File: config.mk
export PLATFORM = sky130hd
export DESIGN_NAME = tcq_qualifier
export DESIGN_NICKNAME = d
export VERILOG_FILES = /design/src/hw/tcq_pkg.sv /design/src/hw/tcq_qualifier.sv /design/src/hw/tcq_counter.sv
export SDC_FILE = /design/constraint.sdc
export NUM_CORES = 1
export LEC_CHECK = 0
export BUFFER_PORTS_ARGS = -buffer_cell sky130_fd_sc_hd__buf_2
export CORE_MARGIN = 3
export CORE_UTILIZATION = 30
export CTS_CLUSTER_SIZE = 10
export DETAILED_ROUTE_END_ITERATION = 12
export PLACE_DENSITY = 0.47
export SLEW_MARGIN = 5
export SYNTH_ARGS = -nofsm -noshare
export SYNTH_HDL_FRONTEND = slang
export SYNTH_HIERARCHICAL = 1
export SYNTH_SLANG_ARGS = --single-unit
File: constraint.sdc
create_clock -name i_mclk -period 3.09 [get_ports i_mclk]
set_input_delay 0 -clock i_mclk [delete_from_list [all_inputs] [get_ports i_mclk]]
set_output_delay 0 -clock i_mclk [all_outputs]
set_load 0.005 [all_outputs]
File: src/hw/tcq_pkg.sv
// Purpose: shared constants and types of the thread and privilege event qualifier
// Assumes: one core clock, software register port with byte addresses
// Notes:   field positions of the event select and counter config words live here
package tcq_pkg;

   localparam int unsigned DATA_W     = 32;
   localparam int unsigned ADDR_W     = 8;
   localparam int unsigned EVM_W      = 16;
   localparam int unsigned CNT_W      = 32;
   localparam int unsigned SYNC_DEPTH = 2;

   // register byte addresses
   localparam logic [7:0] OFF_EVSEL  = 8'h00;
   localparam logic [7:0] OFF_CCFG   = 8'h04;
   localparam logic [7:0] OFF_SHCLS  = 8'h08;
   localparam logic [7:0] OFF_CNT    = 8'h0C;
   localparam logic [7:0] OFF_TSC    = 8'h10;
   localparam logic [7:0] OFF_REFCNT = 8'h14;
   localparam logic [7:0] OFF_STAT   = 8'h18;
   localparam logic [7:0] OFF_MASK   = 8'h1C;
   localparam logic [7:0] OFF_INFO   = 8'h20;

   // event_select_register fields
   localparam int unsigned EVS_T1_USER  = 0;
   localparam int unsigned EVS_T1_KERN  = 1;
   localparam int unsigned EVS_T0_USER  = 2;
   localparam int unsigned EVS_T0_KERN  = 3;
   localparam int unsigned EVS_MASK_LSB = 9;
   localparam int unsigned EVS_SEL_LSB  = 25;
   localparam int unsigned EVS_SEL_W    = 6;

   // counter_config_register fields
   localparam int unsigned CCFG_MODE_LSB = 0;
   localparam int unsigned CCFG_MODE_W   = 3;
   localparam int unsigned CCFG_EN       = 12;
   localparam int unsigned CCFG_PMI_EN   = 26;

   // status / mask bits
   localparam int unsigned STAT_CNT_OVF = 0;
   localparam int unsigned STAT_REF_OVF = 1;
   localparam int unsigned STAT_TSC_OVF = 2;
   localparam int unsigned STAT_W       = 3;

   // reset values
   localparam logic [31:0]       EVSEL_RST = 32'h0000_0000;
   localparam logic [31:0]       CCFG_RST  = 32'h0000_0000;
   localparam logic [EVM_W-1:0]  SHCLS_RST = 16'h0000;
   localparam logic [STAT_W-1:0] STAT_RST  = 3'h0;
   localparam logic [STAT_W-1:0] MASK_RST  = 3'h0;

   localparam logic [1:0] CPL_KERNEL = 2'h0;

   typedef enum logic [CCFG_MODE_W-1:0] {
      TCQ_MODE_EVENT,
      TCQ_MODE_NH_T0,
      TCQ_MODE_NH_T1,
      TCQ_MODE_NONSLEEP
   } tcq_mode_t;

   // state of one hardware thread slot as the core reports it
   typedef struct packed {
      logic       halted;
      logic       psave;
      logic [1:0] current_privilege;
      logic [7:0] local_intr_ctrl_id;
   } tcq_thr_t;

   // privilege qualification flags of one logical thread
   typedef struct packed {
      logic kernel_enable;
      logic user_enable;
   } tcq_qual_t;

endpackage

File: src/hw/tcq_qualifier.sv
// Purpose: qualifies event counts by logical thread and privilege, plus clocktick counters
// Assumes: thread state and event inputs come from core logic on i_mclk;
//          i_ref_tick comes from a fixed reference clock domain
// Notes:   one programmable counter, one time-stamp counter, one reference counter
`timescale 1ns/10ps

// Operation
// - logical thread id is bit 0 of the slot's local interrupt controller id
// - each event mask bit is classed per-thread or shared by a register
// - a per-thread event counts only by its own thread's flags
// - per-thread events count while owner thread runs at an enabled class
// - shared events use merged classes of both threads; both classes means always
// - programmable and reference counters stay powered unless both logical threads are halted
// - time-stamp counter stops in deep sleep only
// - non-halted ticks count per thread when not halted nor power saving
// - non-sleep ticks count while the package is not asleep, no thread filter
// - time-stamp counter counts every non deep sleep cycle, no thread filter
// - clocktick counter overflow may raise the sampling interrupt
// - reference ticks count at fixed reference rate, not core ratio
// - kernel flag counts only at privilege level zero
// - user flag counts only at privilege levels one to three
// - counter enable is cleared by reset
module tcq_qualifier #(
   parameter int unsigned EVM_W = tcq_pkg::EVM_W,
   parameter int unsigned CNT_W = tcq_pkg::CNT_W
) (
   input  wire logic                       i_mclk,
   input  wire logic                       i_srst,
   // register port
   input  wire logic [tcq_pkg::ADDR_W-1:0] i_addr,
   input  wire logic [tcq_pkg::DATA_W-1:0] i_wdata,
   input  wire logic                       i_wr,
   input  wire logic                       i_rd,
   output logic [tcq_pkg::DATA_W-1:0]      o_rdata,
   // core state
   input  wire tcq_pkg::tcq_thr_t          i_thr_a,
   input  wire tcq_pkg::tcq_thr_t          i_thr_b,
   input  wire logic [EVM_W-1:0]           i_evt_a,
   input  wire logic [EVM_W-1:0]           i_evt_b,
   input  wire logic [EVM_W-1:0]           i_evt_shared,
   input  wire logic                       i_pkg_sleep,
   input  wire logic                       i_deep_sleep,
   input  wire logic                       i_ref_tick,
   // results
   output logic                            o_cnt_inc,
   output logic                            o_pmc_powered,
   output logic                            o_irq
);

   // ---------------------------------------------------------------- registers
   logic [31:0]                  evsel_ff;
   logic [31:0]                  ccfg_ff;
   logic [EVM_W-1:0]             shcls_ff;
   logic [tcq_pkg::STAT_W-1:0]   stat_ff;
   logic [tcq_pkg::STAT_W-1:0]   mask_ff;
   logic [tcq_pkg::DATA_W-1:0]   rdata_ff;
   logic                         irq_ff;
   logic                         cnt_inc_ff;
   logic                         powered_ff;
   logic [tcq_pkg::SYNC_DEPTH-1:0] ref_sync_ff;
   logic                         ref_last_ff;

   logic                         wr_evsel;
   logic                         wr_ccfg;
   logic                         wr_shcls;
   logic                         wr_cnt;
   logic                         wr_mask;
   logic                         rd_stat;

   assign wr_evsel = i_wr && (i_addr == tcq_pkg::OFF_EVSEL);
   assign wr_ccfg  = i_wr && (i_addr == tcq_pkg::OFF_CCFG);
   assign wr_shcls = i_wr && (i_addr == tcq_pkg::OFF_SHCLS);
   assign wr_cnt   = i_wr && (i_addr == tcq_pkg::OFF_CNT);
   assign wr_mask  = i_wr && (i_addr == tcq_pkg::OFF_MASK);
   assign rd_stat  = i_rd && (i_addr == tcq_pkg::OFF_STAT);

   always_ff @(posedge i_mclk) begin
      if (i_srst) begin
         evsel_ff <= tcq_pkg::EVSEL_RST;
      end else if (wr_evsel) begin
         evsel_ff <= i_wdata;
      end
   end

   always_ff @(posedge i_mclk) begin
      if (i_srst) begin
         ccfg_ff <= tcq_pkg::CCFG_RST;
      end else if (wr_ccfg) begin
         ccfg_ff <= i_wdata;
      end
   end

   always_ff @(posedge i_mclk) begin
      if (i_srst) begin
         shcls_ff <= tcq_pkg::SHCLS_RST;
      end else if (wr_shcls) begin
         shcls_ff <= i_wdata[EVM_W-1:0];
      end
   end

   always_ff @(posedge i_mclk) begin
      if (i_srst) begin
         mask_ff <= tcq_pkg::MASK_RST;
      end else if (wr_mask) begin
         mask_ff <= i_wdata[tcq_pkg::STAT_W-1:0];
      end
   end

   // ---------------------------------------------------------- field decode
   logic [EVM_W-1:0]      ev_mask;
   logic                  cnt_en;
   logic                  pmi_en;
   tcq_pkg::tcq_mode_t    mode;
   tcq_pkg::tcq_qual_t    q0;
   tcq_pkg::tcq_qual_t    q1;

   assign ev_mask = evsel_ff[tcq_pkg::EVS_MASK_LSB +: EVM_W];
   assign cnt_en  = ccfg_ff[tcq_pkg::CCFG_EN];
   assign pmi_en  = ccfg_ff[tcq_pkg::CCFG_PMI_EN];
   assign mode    = tcq_pkg::tcq_mode_t'(ccfg_ff[tcq_pkg::CCFG_MODE_LSB +: tcq_pkg::CCFG_MODE_W]);
   assign q0      = '{kernel_enable: evsel_ff[tcq_pkg::EVS_T0_KERN],
                      user_enable:   evsel_ff[tcq_pkg::EVS_T0_USER]};
   assign q1      = '{kernel_enable: evsel_ff[tcq_pkg::EVS_T1_KERN],
                      user_enable:   evsel_ff[tcq_pkg::EVS_T1_USER]};

   // ------------------------------------------------ slot to logical thread
   // slot b is taken as the other thread; equal ids would be a core fault
   logic                  a_is_t1;
   tcq_pkg::tcq_thr_t     thr0;
   tcq_pkg::tcq_thr_t     thr1;
   logic [EVM_W-1:0]      evt0;
   logic [EVM_W-1:0]      evt1;

   assign a_is_t1 = i_thr_a.local_intr_ctrl_id[0];
   assign thr0    = a_is_t1 ? i_thr_b : i_thr_a;
   assign thr1    = a_is_t1 ? i_thr_a : i_thr_b;
   assign evt0    = a_is_t1 ? i_evt_b : i_evt_a;
   assign evt1    = a_is_t1 ? i_evt_a : i_evt_b;

   // ------------------------------------------------- privilege classing
   logic t0_kern;
   logic t0_user;
   logic t1_kern;
   logic t1_user;

   assign t0_kern = (thr0.current_privilege == tcq_pkg::CPL_KERNEL);
   assign t0_user = !t0_kern;
   assign t1_kern = (thr1.current_privilege == tcq_pkg::CPL_KERNEL);
   assign t1_user = !t1_kern;

   // each thread judged only by its own flags
   logic t0_qual;
   logic t1_qual;

   assign t0_qual = (q0.kernel_enable && t0_kern) || (q0.user_enable && t0_user);
   assign t1_qual = (q1.kernel_enable && t1_kern) || (q1.user_enable && t1_user);

   // shared events: classes merged over both threads
   logic mrg_kern;
   logic mrg_user;
   logic sh_qual;

   assign mrg_kern = q0.kernel_enable || q1.kernel_enable;
   assign mrg_user = q0.user_enable || q1.user_enable;
   assign sh_qual  = (mrg_kern && mrg_user) ||
                     (mrg_kern && (t0_kern || t1_kern)) ||
                     (mrg_user && (t0_user || t1_user));

   // --------------------------------------------------- event qualification
   logic [EVM_W-1:0] pt_hits;
   logic [EVM_W-1:0] sh_hits;
   logic             evt_qual;

   // per-thread bits see thread events, shared bits see the shared source
   assign pt_hits  = ev_mask & ~shcls_ff &
                     ((evt0 & {EVM_W{t0_qual}}) | (evt1 & {EVM_W{t1_qual}}));
   assign sh_hits  = ev_mask & shcls_ff & i_evt_shared & {EVM_W{sh_qual}};
   // several hits in one cycle still give one count
   assign evt_qual = |(pt_hits | sh_hits);

   // ------------------------------------------------------ clocktick modes
   logic run0;
   logic run1;
   logic powered;
   logic mode_inc;

   assign run0    = !thr0.halted && !thr0.psave;
   assign run1    = !thr1.halted && !thr1.psave;
   assign powered = !(thr0.halted && thr1.halted);

   always_comb begin
      unique case (mode)
         tcq_pkg::TCQ_MODE_EVENT:    mode_inc = evt_qual;
         tcq_pkg::TCQ_MODE_NH_T0:    mode_inc = run0 && t0_qual;
         tcq_pkg::TCQ_MODE_NH_T1:    mode_inc = run1 && t1_qual;
         tcq_pkg::TCQ_MODE_NONSLEEP: mode_inc = !i_pkg_sleep;
         default:                    mode_inc = 1'b0;
      endcase
   end

   // powered-down counters hold their value
   logic cnt_inc;

   assign cnt_inc = cnt_en && powered && mode_inc;

   // ------------------------------------------------ reference tick input
   // first stage feeds only the second; edge seen between stage two and last
   always_ff @(posedge i_mclk) begin
      if (i_srst) begin
         ref_sync_ff <= '0;
         ref_last_ff <= 1'b0;
      end else begin
         ref_sync_ff <= {ref_sync_ff[tcq_pkg::SYNC_DEPTH-2:0], i_ref_tick};
         ref_last_ff <= ref_sync_ff[tcq_pkg::SYNC_DEPTH-1];
      end
   end

   logic ref_inc;

   // core ratio changes do not touch this path: it follows the reference edge
   assign ref_inc = ref_sync_ff[tcq_pkg::SYNC_DEPTH-1] && !ref_last_ff && powered;

   logic tsc_inc;

   assign tsc_inc = !i_deep_sleep;

   // ------------------------------------------------------------- counters
   logic [CNT_W-1:0] cnt_val;
   logic [CNT_W-1:0] tsc_val;
   logic [CNT_W-1:0] ref_val;
   logic             cnt_wrap;
   logic             tsc_wrap;
   logic             ref_wrap;

   tcq_counter #(.W(CNT_W)) u_cnt (
      .i_mclk  (i_mclk),
      .i_srst  (i_srst),
      .i_clr   (wr_cnt),
      .i_inc   (cnt_inc),
      .o_value (cnt_val),
      .o_wrap  (cnt_wrap)
   );

   tcq_counter #(.W(CNT_W)) u_tsc (
      .i_mclk  (i_mclk),
      .i_srst  (i_srst),
      .i_clr   (1'b0),
      .i_inc   (tsc_inc),
      .o_value (tsc_val),
      .o_wrap  (tsc_wrap)
   );

   tcq_counter #(.W(CNT_W)) u_ref (
      .i_mclk  (i_mclk),
      .i_srst  (i_srst),
      .i_clr   (1'b0),
      .i_inc   (ref_inc),
      .o_value (ref_val),
      .o_wrap  (ref_wrap)
   );

   // --------------------------------------------------- status and interrupt
   logic [tcq_pkg::STAT_W-1:0] stat_set;
   logic [tcq_pkg::STAT_W-1:0] nxt_stat;

   always_comb begin
      stat_set                        = '0;
      stat_set[tcq_pkg::STAT_CNT_OVF] = cnt_wrap && pmi_en;
      stat_set[tcq_pkg::STAT_REF_OVF] = ref_wrap;
      stat_set[tcq_pkg::STAT_TSC_OVF] = tsc_wrap;
      // a set in the clearing read cycle survives
      nxt_stat = (rd_stat ? '0 : stat_ff) | stat_set;
   end

   always_ff @(posedge i_mclk) begin
      if (i_srst) begin
         stat_ff <= tcq_pkg::STAT_RST;
      end else begin
         stat_ff <= nxt_stat;
      end
   end

   always_ff @(posedge i_mclk) begin
      if (i_srst) begin
         irq_ff <= 1'b0;
      end else begin
         irq_ff <= |(nxt_stat & mask_ff);
      end
   end

   always_ff @(posedge i_mclk) begin
      if (i_srst) begin
         cnt_inc_ff <= 1'b0;
         powered_ff <= 1'b0;
      end else begin
         cnt_inc_ff <= cnt_inc;
         powered_ff <= powered;
      end
   end

   // ------------------------------------------------------------ read path
   logic [tcq_pkg::DATA_W-1:0] rd_mux;

   always_comb begin
      rd_mux = '0;
      unique case (i_addr)
         tcq_pkg::OFF_EVSEL:  rd_mux = evsel_ff;
         tcq_pkg::OFF_CCFG:   rd_mux = ccfg_ff;
         tcq_pkg::OFF_SHCLS:  rd_mux[EVM_W-1:0] = shcls_ff;
         tcq_pkg::OFF_CNT:    rd_mux[CNT_W-1:0] = cnt_val;
         tcq_pkg::OFF_TSC:    rd_mux[CNT_W-1:0] = tsc_val;
         tcq_pkg::OFF_REFCNT: rd_mux[CNT_W-1:0] = ref_val;
         tcq_pkg::OFF_STAT:   rd_mux[tcq_pkg::STAT_W-1:0] = stat_ff;
         tcq_pkg::OFF_MASK:   rd_mux[tcq_pkg::STAT_W-1:0] = mask_ff;
         tcq_pkg::OFF_INFO:   rd_mux[3:0] = {a_is_t1, run1, run0, powered};
         default:             rd_mux = '0;
      endcase
   end

   // data valid only in the cycle after the read strobe
   always_ff @(posedge i_mclk) begin
      if (i_srst) begin
         rdata_ff <= '0;
      end else begin
         rdata_ff <= i_rd ? rd_mux : '0;
      end
   end

   assign o_rdata       = rdata_ff;
   assign o_irq         = irq_ff;
   assign o_cnt_inc     = cnt_inc_ff;
   assign o_pmc_powered = powered_ff;

endmodule

File: src/hw/tcq_counter.sv
// Purpose: free running counter with clear and one-cycle wrap pulse
// Assumes: at most one increment per clock
// Notes:   wrap pulse is registered, one cycle after the increment that wraps
`timescale 1ns/10ps
module tcq_counter #(
   parameter int unsigned W = 32
) (
   input  wire logic         i_mclk,
   input  wire logic         i_srst,
   input  wire logic         i_clr,
   input  wire logic         i_inc,
   output logic [W-1:0]      o_value,
   output logic              o_wrap
);

   logic [W-1:0] value_ff;
   logic         wrap_ff;

   always_ff @(posedge i_mclk) begin
      if (i_srst || i_clr) begin
         value_ff <= '0;
      end else if (i_inc) begin
         value_ff <= value_ff + W'(1);
      end
   end

   always_ff @(posedge i_mclk) begin
      if (i_srst) begin
         wrap_ff <= 1'b0;
      end else begin
         wrap_ff <= i_inc && !i_clr && (&value_ff);
      end
   end

   assign o_value = value_ff;
   assign o_wrap  = wrap_ff;

endmodule

Word level (Yosys, flattened, before mapping)
Cells that the tools add are included.

Register bits after elaboration: 223. Input port bits: 119. Output and inout port bits: 35.

Add/subtract/negate cells: 3. Equality and inequality tests: 11. Mux-type cells: 10. Bitwise logic cells: 13. Reductions and logical operators: 57.

Operators with widths (count): bitwise AND 16 bit (7); adder 32 x 1 -> 32 bit (second input constant) (3); AND reduction 32 bit (3); case mux 16 bit (5 select lines) (1); case mux 12 bit (6 select lines) (1); equality test 8 x 5 -> 1 bit (second input constant) (4); 2-to-1 mux 16 bit (2); bitwise OR 16 bit (2); logical AND 1 bit (27); case mux 3 bit (9 select lines) (1); 2-to-1 mux 12 bit (2); equality test 8 x 4 -> 1 bit (second input constant) (2); inverter 16 bit (1); OR reduction 16 bit (1); zero test 1 bit (11); logical OR 1 bit (9); equality test 8 x 3 -> 1 bit (second input constant) (1); equality test 8 x 6 -> 1 bit (second input constant) (1); zero test 8 bit (1); case mux 1 bit (7 select lines) (1); equality test 3 x 2 -> 1 bit (second input constant) (2); zero test 2 bit (2); case mux 1 bit (4 select lines) (1); bitwise AND 3 bit (1); other kinds (7) (7).

Depth between registers and ports, before layout
Gate-level depths: netlist of the first run.

Word-level depth: 14. Mapped depth: 14.

Cells and area by module
Netlist of the first run, hierarchy kept.

Modules (own cells, without submodules): tcq_qualifier (times used 1, cells each 752, area an instance 5845.6 µm²); tcq_counter (times used 3, cells each 180, area an instance 1529.0 µm²).

Worst setup path after synthesis of the first run
No wires, ideal clock.

Kind: flip-flop to flip-flop. Start: register evsel_ff[1]. End: register u_cnt.value_ff[25], in the netlist u_cnt/o_value[25]. Library setup time: 129 ps. Arrival time: 2933 ps. Path slack: 28 ps. Stages on the path, launching flop included: 15. Buffers on the path: 3. Period minus slack after synthesis: 3062 ps. Cells stage by stage: dfxtp_1 or3b_1 and2_1 o22ai_1 nor2_1 nor4b_1 a2111oi_0 nor2_1 clkbuf_1 nand4_1 or3_1 clkbuf_1 clkbuf_1 o311ai_0 nand2_1.

Longest elaborated chain between the ends: 9. Elaborated cells between the ends (all ways): 16. Those cells by class: 1 x mux; 5 x bitwise; 10 x reduce/logical.

RTL lines: start, declared (line tcq_qualifier.sv:51) `logic [31:0] evsel_ff;`; start signal, assigned (line tcq_qualifier.sv:79) `evsel_ff <= tcq_pkg::EVSEL_RST;`; start signal, assigned (line tcq_qualifier.sv:81) `evsel_ff <= i_wdata;`; logical AND 1 bit or logical OR 1 bit (tied branches) (line tcq_qualifier.sv:156, tcq_qualifier.sv:163); logical OR 1 bit, or another cell as far along (line tcq_qualifier.sv:156) `assign t1_qual = (q1.kernel_enable && t1_kern) || (q1.user_enable && t1_user);`; bitwise AND 16 bit or logical OR 1 bit (tied branches) (line tcq_qualifier.sv:176, tcq_qualifier.sv:165); bitwise OR 16 bit or logical OR 1 bit (tied branches) (line tcq_qualifier.sv:176, tcq_qualifier.sv:166); bitwise AND 16 bit (on tied branches) (line tcq_qualifier.sv:175, tcq_qualifier.sv:177); bitwise OR 16 bit (line tcq_qualifier.sv:179) `assign evt_qual = |(pt_hits | sh_hits);`; OR reduction 16 bit (line tcq_qualifier.sv:179); case mux 1 bit (4 select lines) (*) (line tcq_qualifier.sv:192) `unique case (mode)`; logical AND 1 bit (*) (line tcq_qualifier.sv:204) `assign cnt_inc = cnt_en && powered && mode_inc;`; via cnt_inc (line tcq_qualifier.sv:202) `logic cnt_inc;`; end signal, assigned (line tcq_counter.sv:23) `value_ff <= value_ff + W'(1);`; end, declared (line tcq_counter.sv:16) `logic [W-1:0] value_ff;`.

The timed path passes the listed nets; every way through them passes the cells marked *. A chain may end at the register's enable or synchronous reset.

Worst setup path in the final report of the first run
Start: register evsel_ff[1]. End: register u_cnt.value_ff[23], in the netlist u_cnt/o_value[23].

Same word-level chain as after synthesis.

==> reports/results.env, run 1 <==
END_KIND='register'
DRTANTENNAVIOLNETS=0
SYNTH_LARGEST_AREA_CELL='dfxtp_1'
CLOCK_LATENCY_NS=0.55
DETAIL_ROUTE.FIRST_PASS.ITERATIONS=7
FINISH.UTILIZATION_PCT=39.2
SYNTH.TOP_CELLS.BY_AREA='dfxtp_1, nand2_1, a21oi_1, nor2_1, nand3_1'
SYNTH.YOSYS.SEQ_AREA_SHARE_PCT=42.8
AREA_OF_THE_MAPPED_NETLIST_UM2=10400
SLEW_HEADROOM_PCT=43.4
WORST_SETUP_PATH_CLASS='reg -> reg'
DOMINANTREGCELLSYNTH='dfxtp_1'
ROUTED_WIRE_LENGTH_UM=40400
SYNTH_TOP_FAMILY_BY_AREA='simple AND/OR/NAND/NOR gates'
GRT_UTIL_ALL_LAYERS_PCT=21.4
CRIT_FANOUT=12
HOLD_PATH.CLASS='in -> reg'
SYNTH-ADDER-AREA-SHARE_PCT=0.360
POSTSYNTH.ASYNCRESETSHARE_PCT=0
SYNTH-SIMPLE-AREA-SHARE_PCT=29.2
CLOCK-SINKS=223
ROUTED-VIA-COUNT=10490
IO_PINS=154
DRT-VIAS-PER-INSTANCE=5.34
FRACTION_OF_SYNTHESIZED_CELL_AREA_TAKEN_BY_THE_TOP_AREA_CELL_TYPE_PCT=42.8
LAYOUT_NETS=1626
YOSYS_WARNINGS=6
GRT_START_MAX_NET_PINS=42
CTS-HTREE-LEVELS=1
GRTUSAGEMET2_PCT=35.4
POST-LAYOUT-TOTAL-POWER_W=0.00626
ARRIVAL_NS=3.55
SYNTH_ENABLE_FLOP_CELLS=0
SYNTH_CELL_TYPE_COUNT=64
WORST_SLEW_PIN_SLEW_NS=0.848
DRIVE_GT1_SHARE_PCT=19.0
GRT_PASS1_WL_UM=60600
SYNTH.FF_LATCH_COUNT=223
PORT_BUFFERS=138
FINCLKSKEW_NS=0.0209
OUTCOME='completed'
STARTPOINT_TYPE='register'
GLOBAL_ROUTE.OVERFLOW_TOTAL=0
MOST_FREQUENT_CELLS_AFTER_SYNTHESIS='nand2_1, dfxtp_1, a21oi_1, nor2_1, nand3_1'
CLK_PIN_SLEW_WORST_PATHS_NS=0.06
MAX_STAGE_DELAY_NS=0.55
START_UTIL_PCT=30.8
CTS_MAX_PATH_BUFFERS=3
CLOCKROOTBUFFER='clkbuf_16'
SLEW_VIOL_FINAL=0
MET3_USAGE_PCT=3.52
ROUTED_WIRE_LENGTH_PER_INSTANCE_UM=20.5
FINALHOLDVIOLCOUNT=0
DIE_H_UM=192
SYN_INST=1292
GR-USAGE-MET1_PCT=29.3
POST_SYNTH_MUX_AREA_SHARE_PCT=2.15
PATH_CELLS='or3b_4 -> and2_1 -> o22ai_1 -> nor2_1 -> nor4b_2 -> a2111oi_2 -> nor2_2 -> nand4_1 -> buf_6 -> or3_4 -> or4_1 -> a21oi_2'
HORIZONTAL_DIE_DIMENSION_UM=192
GRT_ANTENNA_BEFORE_REPAIR=0
DETAILEDROUTE.FIRSTITERATIONVIOLATIONS=926
P_PER_AREA_nW_PER_UM2=471
FMAX_MHz=326
POST-ROUTE-MIN-PERIOD_NS=3.07
IRDROPWORSTVDD_uV=377
GPL.FINAL_WEIGHTED_CONGESTION=0.846
DETAILED_PLACE_HPWL_UM=29500
CORE_REGION_AREA_UM2=33900
SYNTH.MOST_COMMON_CELL='nand2_1'
SYNTH_COMPOUND_AREA_SHARE_PCT=17.8
GRT_SETUP_UNREPAIRED='true'
SYNTH_XOR_AREA_SHARE_PCT=3.27
SYN_AREA_PER_CELL_UM2=8.07
NUM_ANTENNA_CELLS=0
GLOBAL_ROUTE.PEAK_USAGE_LAYER='met2'
REMAINING_DRC_ERRORS=0
MAXCAPVIOLATIONS=0
REPORT.FINAL.SETUP_VIOL=0
CP_DATA_REQUIRED_TIME_NS=3.57
CP_SLOWEST_CELL='or4_1'
FIRST_GLOBAL_VIAS=10104
ROWS=67
P_LEAK_nW=4.52
SYNTHTOLAYOUTAREAGROWTH_PCT=27.3
CTS_MADE_BUFFERS=28
DIEAREA_UM2=37000
POST-ROUTE-PERIOD-UTIL_PCT=99.4
TRITONCTS_CLOCK_TREE='built'
==> area by class of cell <==
cell class	instances	area, um^2
inverters	20	75.1
well taps	448	561
multi-input cells	972	5590
clock buffers	42	835
flip-flops and latches	223	4470
repair buffers	259	1750
fillers	3566	20600
clock inverters	1	8.76
==> registers in the layout, indices dropped and copies added, names as in the netlist, 2 cells and up <==
register,cells
u_tsc/o_value,32
u_cnt/o_value,32
mask_ff,3
ccfg_ff,32
shcls_ff,16
u_ref/o_value,32
o_rdata,32
stat_ff,3
ref_sync_ff,2
evsel_ff,32
==> per-stage QoR <==
stage / std cells / hold WS (ns) / cell area (um^2) / setup slack (ns) / TNS, ns
2_1_floorplan: 1295 / 0.111 / 10400 / 0.0280 / 0
3_3_place_gp: 1872 / 0.216 / 11900 / -0.152 / -1.38
3_5_place_dp: 1872 / 0.224 / 11900 / -0.188 / -1.93
4_1_cts: 1963 / 0.0282 / 13200 / 0.00916 / 0
5_1_grt: 1965 / 0.122 / 13300 / -0.0995 / -0.588
6_report: 1965 / 0.0472 / 13300 / 0.0191 / 0
==> critical path: cells and delay by family (launching register included) <==
family                 cells  cell delay, ns
buffers and inverters      1            0.16
flip-flops                 1            0.32
AND/OR/NAND/NOR            8            2.13
AO/OA/AOI/OAI              3            0.39
==> routing by layer <==
metal | up-vias | part of all wire, %
met5 | - | 0
met4 | 0 | 2.1
met3 | 48 | 5.5
met2 | 299 | 46
met1 | 5023 | 47
li1 | 5120 | -
==> worst paths after layout <==
check	start	end	cells past startpoint	slack [ns]
worst min register to register	ref_sync_ff[0]$_SDFF_PP0_	ref_sync_ff[1]$_SDFF_PP0_	1	0.43
worst max register to register	evsel_ff[1]$_SDFFE_PP0P_	u_cnt/o_value[23]$_SDFFE_PP0P_	12	0.02
worst max-delay path	evsel_ff[1]$_SDFFE_PP0P_	u_cnt/o_value[23]$_SDFFE_PP0P_	12	0.02
worst min-delay path	i_addr[0]	o_rdata[2]$_SDFF_PP0_	6	0.05
==> where the power goes <==
part           switching (W)  total (W)  leakage [nW]  internal, W
Clock                0.00125    0.00308         0.413      0.00183
Combinational       0.000176   0.000291          2.31     0.000115
Sequential        0.00000444    0.00289          1.80      0.00288
==> placed cells by master (no fill, tap or decap), drive strengths merged, types with 15 or more instances in the layout <==
master,instances
nor4,21
nand3,55
or3,15
xor2,15
inv,20
buf,212
a222oi,20
xnor2,24
dfxtp,223
o31ai,30
nand3b,29
or4,33
nand2,265
dlygate4sd3,47
a21oi,147
nor3,30
nand4,38
a31oi,21
clkbuf,42
o21ai,27
nor2,77
mux2i,19
==> timing repair <==
| item | 4_1_cts | 5_1_grt |
|---|---|---|
| hold endpoints to repair | 97 | 0 |
| hold buffers | 47 | 0 |
| pin swaps | 3 | 12 |
| setup buffers | 1 | 2 |
| resized for setup | 2 | 14 |
| setup endpoints to repair | 15 | 18 |
==> logic make-up after synthesis <==
family,Yosys count
flip-flops,223
AO/OA/AOI/OAI,297
AND/OR/NAND/NOR,607
buffers and inverters,100
adder cells (fa/ha/maj),3
other,1
multiplexers,22
XOR/XNOR,39
Note: power is estimated with default switching activity, not from simulation.
==> run 2: changes to the inputs <==
Settings changed: GPL_TIMING_DRIVEN set to 0, SLEW_MARGIN 5 to 0, SYNTH_HIERARCHICAL 1 to unset.
==> run 2 against run 1 <==
Flip-flop and latch count unchanged. Combinational power increased by 4%. Largest power group is now registers. Worst setup slack improved by 0.20 ns. Maximum frequency increased by 7.1%. Area after synthesis decreased by 1.6%. Die area decreased by 1.6%. Clock skew decreased by 0.0089 ns. Sequential power about the same. Clock power decreased by 9.1%. Power decreased by 4.2%. Critical path depth decreased by 3. Register-to-register slack improved by 0.21 ns.
==> reports/results.env, run 2 <==
PORT_BUFFERS=135  # -2.2%
YOSYS_WARNINGS=0  # -6
END_KIND='register'
SYNTH-ADDER-AREA-SHARE_PCT=0.366  # +0.0060 points
CTS_HOLD_REPAIR_BUFFERS=41  # -13%
FIRST_GLOBAL_VIAS=9554  # -5.4%
CTS_MADE_BUFFERS=27  # -3.6%
CTS-HTREE-LEVELS=1  # unchanged
SYNTHESIS.NETS=1392
CORE_REGION_AREA_UM2=33600  # -0.74%
HORIZONTAL_DIE_DIMENSION_UM=191  # -0.80%
DOMINANTREGCELLSYNTH='dfxtp_1'
REG2REG_DEPTH=9  # -3
MAXCAPVIOLATIONS=0  # unchanged
DETAILEDROUTE.FIRSTITERATIONVIOLATIONS=743  # -20%
SYNTH-SIMPLE-AREA-SHARE_PCT=28.3  # -0.91 points
POST_SYNTH_MUX_AREA_SHARE_PCT=3.88  # +1.7 points
FRACTION_OF_SYNTHESIZED_CELL_AREA_TAKEN_BY_THE_TOP_AREA_CELL_TYPE_PCT=43.5  # +0.71 points
GRT_SETUP_UNREPAIRED='false'
SLEW_VIOL_FINAL=0  # unchanged
REG2REG_FROM='shcls_ff[5]$_SDFFE_PP0P_'
MOST-COMMON-LAYOUT-CELLS='nand2_1, dfxtp_1, a21oi_1'
DIE_H_UM=191  # -0.80%
FINCLKSKEW_NS=0.0120  # -0.00892 ns
GRT_START_MAX_NET_PINS=13  # -69%
WORST_SLEW_PIN_SLEW_NS=1.41  # +0.564 ns
AREA_OF_THE_MAPPED_NETLIST_UM2=10300  # -1.6%
GPL.FINAL_WEIGHTED_CONGESTION=0.907  # +7.2%
ARRIVAL_NS=3.27  # -0.28 ns
SYNTH.MOST_COMMON_CELL='nand2_1'
ROUTED-VIA-COUNT=10106  # -3.7%
OUTCOME='completed'
STARTPOINT_TYPE='input pin'
FINISH.UTILIZATION_PCT=37.6  # -1.6 points
CLOCK-SINKS=223  # unchanged
ROUTE.MET2.WL_UM=19200  # +4.2%
SYNTH.TOP_CELLS.BY_AREA='dfxtp_1, nand2_1, a21oi_1, nor2_1, xor2_1'
SLEW_HEADROOM_PCT=5.13  # -38 points
CLOCKROOTBUFFER='clkbuf_16'
IRDROPWORSTVDD_uV=368  # -2.3%
SYNTH_LARGEST_AREA_CELL='dfxtp_1'
GRT_UTIL_ALL_LAYERS_PCT=22.0  # +0.57 points
DRTANTENNAVIOLNETS=0  # unchanged
PLACEMENT.SETUP.WORST_SLACK_NS=0.129  # +0.317 ns
LAYOUT_COMMONEST_CELL='nand2_1'
POST-ROUTE-MIN-PERIOD_NS=2.87  # -0.203 ns
FINISH.INSTANCE_AREA_UM2=12600  # -4.8%
DRT-VIAS-PER-INSTANCE=5.22  # -2.2%
WORST_R2R_ENDPOINT='u_cnt.o_value[11]$_SDFFE_PP0P_'
REPORT.FINAL.SETUP_VIOL=0  # unchanged
CTS_MAX_PATH_BUFFERS=3  # unchanged
DRIVE_GT1_SHARE_PCT=12.7  # -6.3 points
POST_DP_CELL_AREA_UM2=11500  # -3.2%
CRIT_FANOUT=10  # -2
LAYOUT_FILLERS=3569  # +0.084%
P_LEAK_nW=4.34  # -4.0%
POST_CTS_RESIZED=0  # -2
START_UTIL_PCT=30.5  # -0.28 points
TRITONCTS_CLOCK_TREE='built'
SYNTH.FF_LATCH_COUNT=223  # unchanged
LAYOUT_NETS=1598  # -1.7%
CLK_PIN_SLEW_WORST_PATHS_NS=0.05  # about the same
SYNTH_COMPOUND_AREA_SHARE_PCT=16.3  # -1.5 points
SYN_AREA_PER_CELL_UM2=8.08  # about the same
DIEAREA_UM2=36500  # -1.6%
FMAX_MHz=349  # +7.1%
WORST_SETUP_PATH_CLASS='in -> reg'
REMAINING_DRC_ERRORS=0  # unchanged
DETAIL_ROUTE.WIRELENGTH.MET1_UM=18700  # -0.77%
SYNTH_CELL_TYPE_COUNT=58  # -9.4%
MET3ROUTEDLENGTH_UM=1960  # -13%
GRT_PASS1_WL_UM=60100  # -0.90%
ROWS=67  # unchanged
POST-CTS-SETUP-BUFFER-COUNT=0  # -1
R2R_SLACK_NS=0.23  # +0.21 ns
TIMING.HOLD.WORST_PATH_DEPTH=5  # -1
SYNTH.YOSYS.SEQ_AREA_SHARE_PCT=43.5  # +0.71 points
MOST_FREQUENT_CELLS_AFTER_SYNTHESIS='nand2_1, dfxtp_1, a21oi_1, nor2_1, nand3_1'
ROUTED_WIRE_LENGTH_UM=40900  # +1.3%
SYNTH_TOP_FAMILY_BY_AREA='simple AND/OR/NAND/NOR gates'
POSTSYNTH.ASYNCRESETSHARE_PCT=0  # unchanged
SYN_INST=1270  # -1.7%
HOLD_PATH.CLASS='in -> reg'
DETAILED_PLACE_HPWL_UM=32200  # +9.1%
SYNTH_XOR_AREA_SHARE_PCT=4.35  # +1.1 points
TOPROUTINGLAYERUSED='met4'
GLOBAL_ROUTE.OVERFLOW_TOTAL=0  # unchanged
FINALSETUPTNS_NS=0  # unchanged
CLOCK_LATENCY_NS=0.53  # -0.02 ns
WHS_ENDPOINT='o_rdata[2]$_SDFF_PP0_'
WORSTHOLDSTART='i_addr[6]'
IO_PINS=154  # unchanged
CP_DATA_REQUIRED_TIME_NS=3.49  # -0.08 ns
POSTLAYOUTSETUPSLACKWORST_NS=0.222  # +0.203 ns
SYNTHTOLAYOUTAREAGROWTH_PCT=23.3
P_PER_AREA_nW_PER_UM2=474  # +0.59%
POST-ROUTE-PERIOD-UTIL_PCT=92.8  # -6.6 points
FINALHOLDVIOLCOUNT=0  # unchanged
ROUTED_WIRE_LENGTH_PER_INSTANCE_UM=21.1  # +2.8%
GRT_ANTENNA_BEFORE_REPAIR=0  # unchanged
WORST_HOLD_SLACK_NS=0.0479  # +0.000614 ns
DETAIL_ROUTE.FIRST_PASS.ITERATIONS=7  # unchanged
SYNTH_ENABLE_FLOP_CELLS=0  # unchanged
-- run 2: worst max path at each step --
stage                                  start  cells after the start                        endpoint  slack (ns)
floorplan           shcls_ff[3]$_SDFFE_PP0P_                      9  u_cnt.o_value[11]$_SDFFE_PP0P_        0.95
global placement                   i_addr[5]                      7  u_cnt.o_value[11]$_SDFFE_PP0P_        0.08
detailed placement                 i_addr[5]                      7  u_cnt.o_value[19]$_SDFFE_PP0P_        0.13
CTS                 shcls_ff[5]$_SDFFE_PP0P_                      9  u_cnt.o_value[11]$_SDFFE_PP0P_        0.21
global route        shcls_ff[5]$_SDFFE_PP0P_                      9   u_cnt.o_value[6]$_SDFFE_PP0P_        0.09
finish                             i_addr[0]                      9  u_cnt.o_value[19]$_SDFFE_PP0P_        0.22
-- run 2: final cells by class --
cell class / count / area, um^2 / area share [%]
Antenna cell: 1 / 2.50 / 0.0198
Sequential cell: 223 / 4460 / 35.3
Buffer: 75 / 307 / 2.42
Multi-Input combinational cell: 964 / 5460 / 43.2
Clock inverter: 2 / 10.0 / 0.0791
Timing Repair Buffer: 177 / 1090 / 8.63
Tap cell: 448 / 561 / 4.43
Clock buffer: 37 / 723 / 5.72
Inverter: 8 / 30.0 / 0.237
-- run 2: report_power, final --
group	switching [W]	leakage [nW]	internal (W)
clock network	0.00120	0.358	0.00160
registers	0.00000715	1.80	0.00288
logic	0.000188	2.18	0.000116
-- run 2: per-layer routing --
layer / GRT usage (%) / up-vias
li1: - / 4957
met1: 30.3 / 4810
met2: 36.9 / 290
met3: 2.49 / 49
met4: 5.25 / 0
met5: 0 / -
-- run 2: kinds of logic (layout without fill, tap and decap cells) --
| family | Yosys count | count (layout) |
|---|---|---|
| XOR/XNOR | 51 | 51 |
| multiplexers | 37 | 37 |
| AO/OA/AOI/OAI | 280 | 280 |
| buffers and inverters | 83 | 299 |
| AND/OR/NAND/NOR | 593 | 593 |
| other | 0 | 1 |
| flip-flops | 223 | 223 |
| adder cells (fa/ha/maj) | 3 | 3 |
-- run 2: metrics by stage --
| stage | power [W] | std cells |
|---|---|---|
| floorplan | 0.00304 | 1270 |
| global placement | 0.00321 | 1853 |
| detailed placement | 0.00321 | 1854 |
| CTS | 0.00605 | 1934 |
| global route | 0.00617 | 1934 |
| finish | 0.00599 | 1935 |
-- run 2: worst max-delay path: stages --
cell	delay [ns]
dlygate4sd3_1	0.53
buf_2	0.13
nor2_1	0.21
nand2_1	0.14
nor3_1	1.08
a31o_2	0.39
buf_2	0.28
buf_1	0.41
nor2_1	0.09
==> run 3: changes to the inputs <==
Settings changed: RECOVER_POWER set to 100, SKIP_CTS_REPAIR_TIMING set to 1.
==> run 3 against run 2 <==
Sequential share of layout area is 0.16 points higher. Register-to-register slack worse by 0.06 ns. Critical path depth stayed put. Largest power group unchanged. First-iteration DRC count is 9.3% lower. Worst hold slack worse by 0.035 ns. Clock skew is 0.0015 ns lower. Core utilization is 0.18 points lower.
==> reports/results.env, run 3 (synthesized netlist as in run 2, its figures left out) <==
FMAX_MHz=342  # -1.8%
POWER.COMBINATIONAL.FRACTION_PCT=5.0  # about the same
CRIT_FANOUT=10  # unchanged
FINALHOLDVIOLCOUNT=0  # unchanged
LAYOUT_FILLERS=3585  # +0.45%
IO_PINS=154  # unchanged
GLOBAL_ROUTE.OVERFLOW_TOTAL=0  # unchanged
DETAILEDROUTE.FIRSTITERATIONVIOLATIONS=674  # -9.3%
REMAINING_DRC_ERRORS=0  # unchanged
ROUTED_WIRE_LENGTH_PER_INSTANCE_UM=21.1  # about the same
P_SEQ_SHARE_PCT=48.3  # about the same
FINISH.INSTANCE_AREA_UM2=12600  # -0.46%
GRT_START_MAX_NET_PINS=13  # unchanged
ARRIVAL_NS=3.38  # +0.11 ns
GRT_UTIL_ALL_LAYERS_PCT=21.7  # -0.26 points
WORST_SLEW_PIN_SLEW_NS=1.43  # +0.0172 ns
CELL_INTERNAL_POWER_W=0.00460  # about the same
CP_DATA_REQUIRED_TIME_NS=3.55  # +0.06 ns
MAXCAPVIOLATIONS=0  # unchanged
DETAILED_PLACE_HPWL_UM=32200  # unchanged
DRT-VIAS-PER-INSTANCE=5.23  # +0.18%
DRIVE_GT1_SHARE_PCT=11.5  # -1.3 points
CTS_MAX_PATH_BUFFERS=3  # unchanged
WORST_HOLD_SLACK_NS=0.0128  # -0.0350 ns
PORT_BUFFERS=135  # unchanged
CTS-HTREE-LEVELS=1  # unchanged
P_SW_SHARE_PCT=23.3  # about the same
POWER.CLOCK.FRACTION_PCT=46.7  # about the same
FIRST_GLOBAL_VIAS=9349  # -2.1%
POSTLAYOUTSETUPSLACKWORST_NS=0.170  # -0.0521 ns
PATH_CELLS='nand3b_1 -> nand4_1 -> or4_1 -> a22o_1 -> o21ai_2 -> buf_2 -> clkbuf_2 -> o31ai_1 -> a21oi_1'
DIEAREA_UM2=36500  # unchanged
SLEW_VIOL_FINAL=0  # unchanged
GPL.FINAL_WEIGHTED_CONGESTION=0.907  # unchanged
HORIZONTAL_DIE_DIMENSION_UM=191  # unchanged
GRT_PASS1_WL_UM=59200  # -1.4%
WORST_SETUP_PATH_CLASS='reg -> reg'
CRIT_BUF_INV=2  # -2
REPORT.FINAL.SETUP_VIOL=0  # unchanged
FINCLKSKEW_NS=0.0106  # -0.00146 ns
STARTPOINT_TYPE='register'
CLK_PIN_SLEW_WORST_PATHS_NS=0.06  # about the same
HOLD_PATH.CLASS='in -> reg'
START_UTIL_PCT=30.5  # unchanged
POWER.SWITCHING_W=0.00139  # -0.17%
ROUTED_WIRE_LENGTH_UM=40800  # -0.17%
CLOCK_LATENCY_NS=0.53  # about the same
DRTANTENNAVIOLNETS=0  # unchanged
POST-ROUTE-MIN-PERIOD_NS=2.92  # +0.0521 ns
TRITONCTS_CLOCK_TREE='built'
CLOCK-SINKS=223  # unchanged
CORE_REGION_AREA_UM2=33600  # unchanged
OUTCOME='completed'
GRT_ANTENNA_BEFORE_REPAIR=0  # unchanged
POST_DP_CELL_AREA_UM2=11500  # unchanged
DETAIL_ROUTE.FIRST_PASS.ITERATIONS=6  # -1
MOST-COMMON-LAYOUT-CELLS='nand2_1, dfxtp_1, a21oi_1'
IRDROPWORSTVDD_uV=369  # +0.27%
END_KIND='register'
SLEW_HEADROOM_PCT=3.97  # -1.2 points
DIE_H_UM=191  # unchanged
NUM_ANTENNA_CELLS=0  # -1
CTS_MADE_BUFFERS=27  # unchanged
FINALSETUPTNS_NS=0  # unchanged
CLOCKROOTBUFFER='clkbuf_16'
POST-LAYOUT-TOTAL-POWER_W=0.00599  # about the same
PLACEMENT.SETUP.WORST_SLACK_NS=0.129  # unchanged
TOP_DELAY_FAMILY_ON_CRIT_PATH='simple AND/OR/NAND/NOR gates'
P_LEAK_nW=4.24  # -2.1%
LAYOUT_COMMONEST_CELL='nand2_1'
POST-ROUTE-PERIOD-UTIL_PCT=94.5  # +1.7 points
LAYOUT_NETS=1595  # -0.19%
ROUTED-VIA-COUNT=10103  # -0.030%
CP_SLOWEST_CELL='or4_1'
GRT_SETUP_UNREPAIRED='false'
MAX_STAGE_DELAY_NS=0.58  # -0.50 ns
SYNTHTOLAYOUTAREAGROWTH_PCT=22.7
ROWS=67  # unchanged
P_PER_AREA_nW_PER_UM2=476  # +0.39%
==> run 3: final cells by class <==
| class | instances | area (um^2) | area share [%] |
|---|---|---|---|
| clock buffer | 37 | 723 | 5.74 |
| inverter | 8 | 30.0 | 0.239 |
| clock inverter | 2 | 10.0 | 0.0795 |
| timing repair buffer | 174 | 1040 | 8.25 |
| sequential | 223 | 4460 | 35.5 |
| multi-input combinational | 964 | 5460 | 43.4 |
| tap | 448 | 561 | 4.45 |
| buffer | 75 | 303 | 2.41 |
==> run 3: worst paths after layout <==
check	startpoint	end	slack, ns	cells past startpoint
setup / recovery	shcls_ff[5]$_SDFFE_PP0P_	u_cnt.o_value[11]$_SDFFE_PP0P_	0.17	9
hold / removal	i_thr_b[11]	o_rdata[0]$_SDFF_PP0_	0.01	4
setup reg to reg	shcls_ff[5]$_SDFFE_PP0P_	u_cnt.o_value[11]$_SDFFE_PP0P_	0.17	9
hold reg to reg	ref_sync_ff[0]$_SDFF_PP0_	ref_sync_ff[1]$_SDFF_PP0_	0.43	1
==> run 3: worst reg2reg max path: stages (launching register included) <==
cell      delay, ns
dfxtp_1        0.47
nand3b_1       0.19
nand4_1        0.15
or4_1          0.58
a22o_1         0.37
o21ai_2        0.26
buf_2          0.27
clkbuf_2       0.28
o31ai_1        0.12
a21oi_1        0.16
==> run 3: routing by layer <==
layer / vias to the layer above / GRT usage, % / part of all wire, %
met3: 56 / 2.33 / 4.9
li1: 4944 / - / -
met2: 303 / 36.2 / 47
met5: - / 0 / 0
met1: 4800 / 30.3 / 46
met4: 0 / 5.25 / 2.6
==> run 3: metrics by stage <==
stage	util [%]	instances
final	37.5	1931
after global routing	37.5	1931
after CTS	36.4	1893
after detailed placement	34.2	1854
after global placement	34.2	1853
after floorplan	-	1270
==> run 3: power by group through the flow <==
stage               Combinational [W]  Clock, W  Sequential (W)
detailed placement           0.000262         0         0.00295
floorplan                   0.0000941         0         0.00295
global route                 0.000319   0.00295         0.00289
finish                       0.000301   0.00280         0.00289
CTS                          0.000263   0.00285         0.00289
global placement             0.000262         0         0.00295
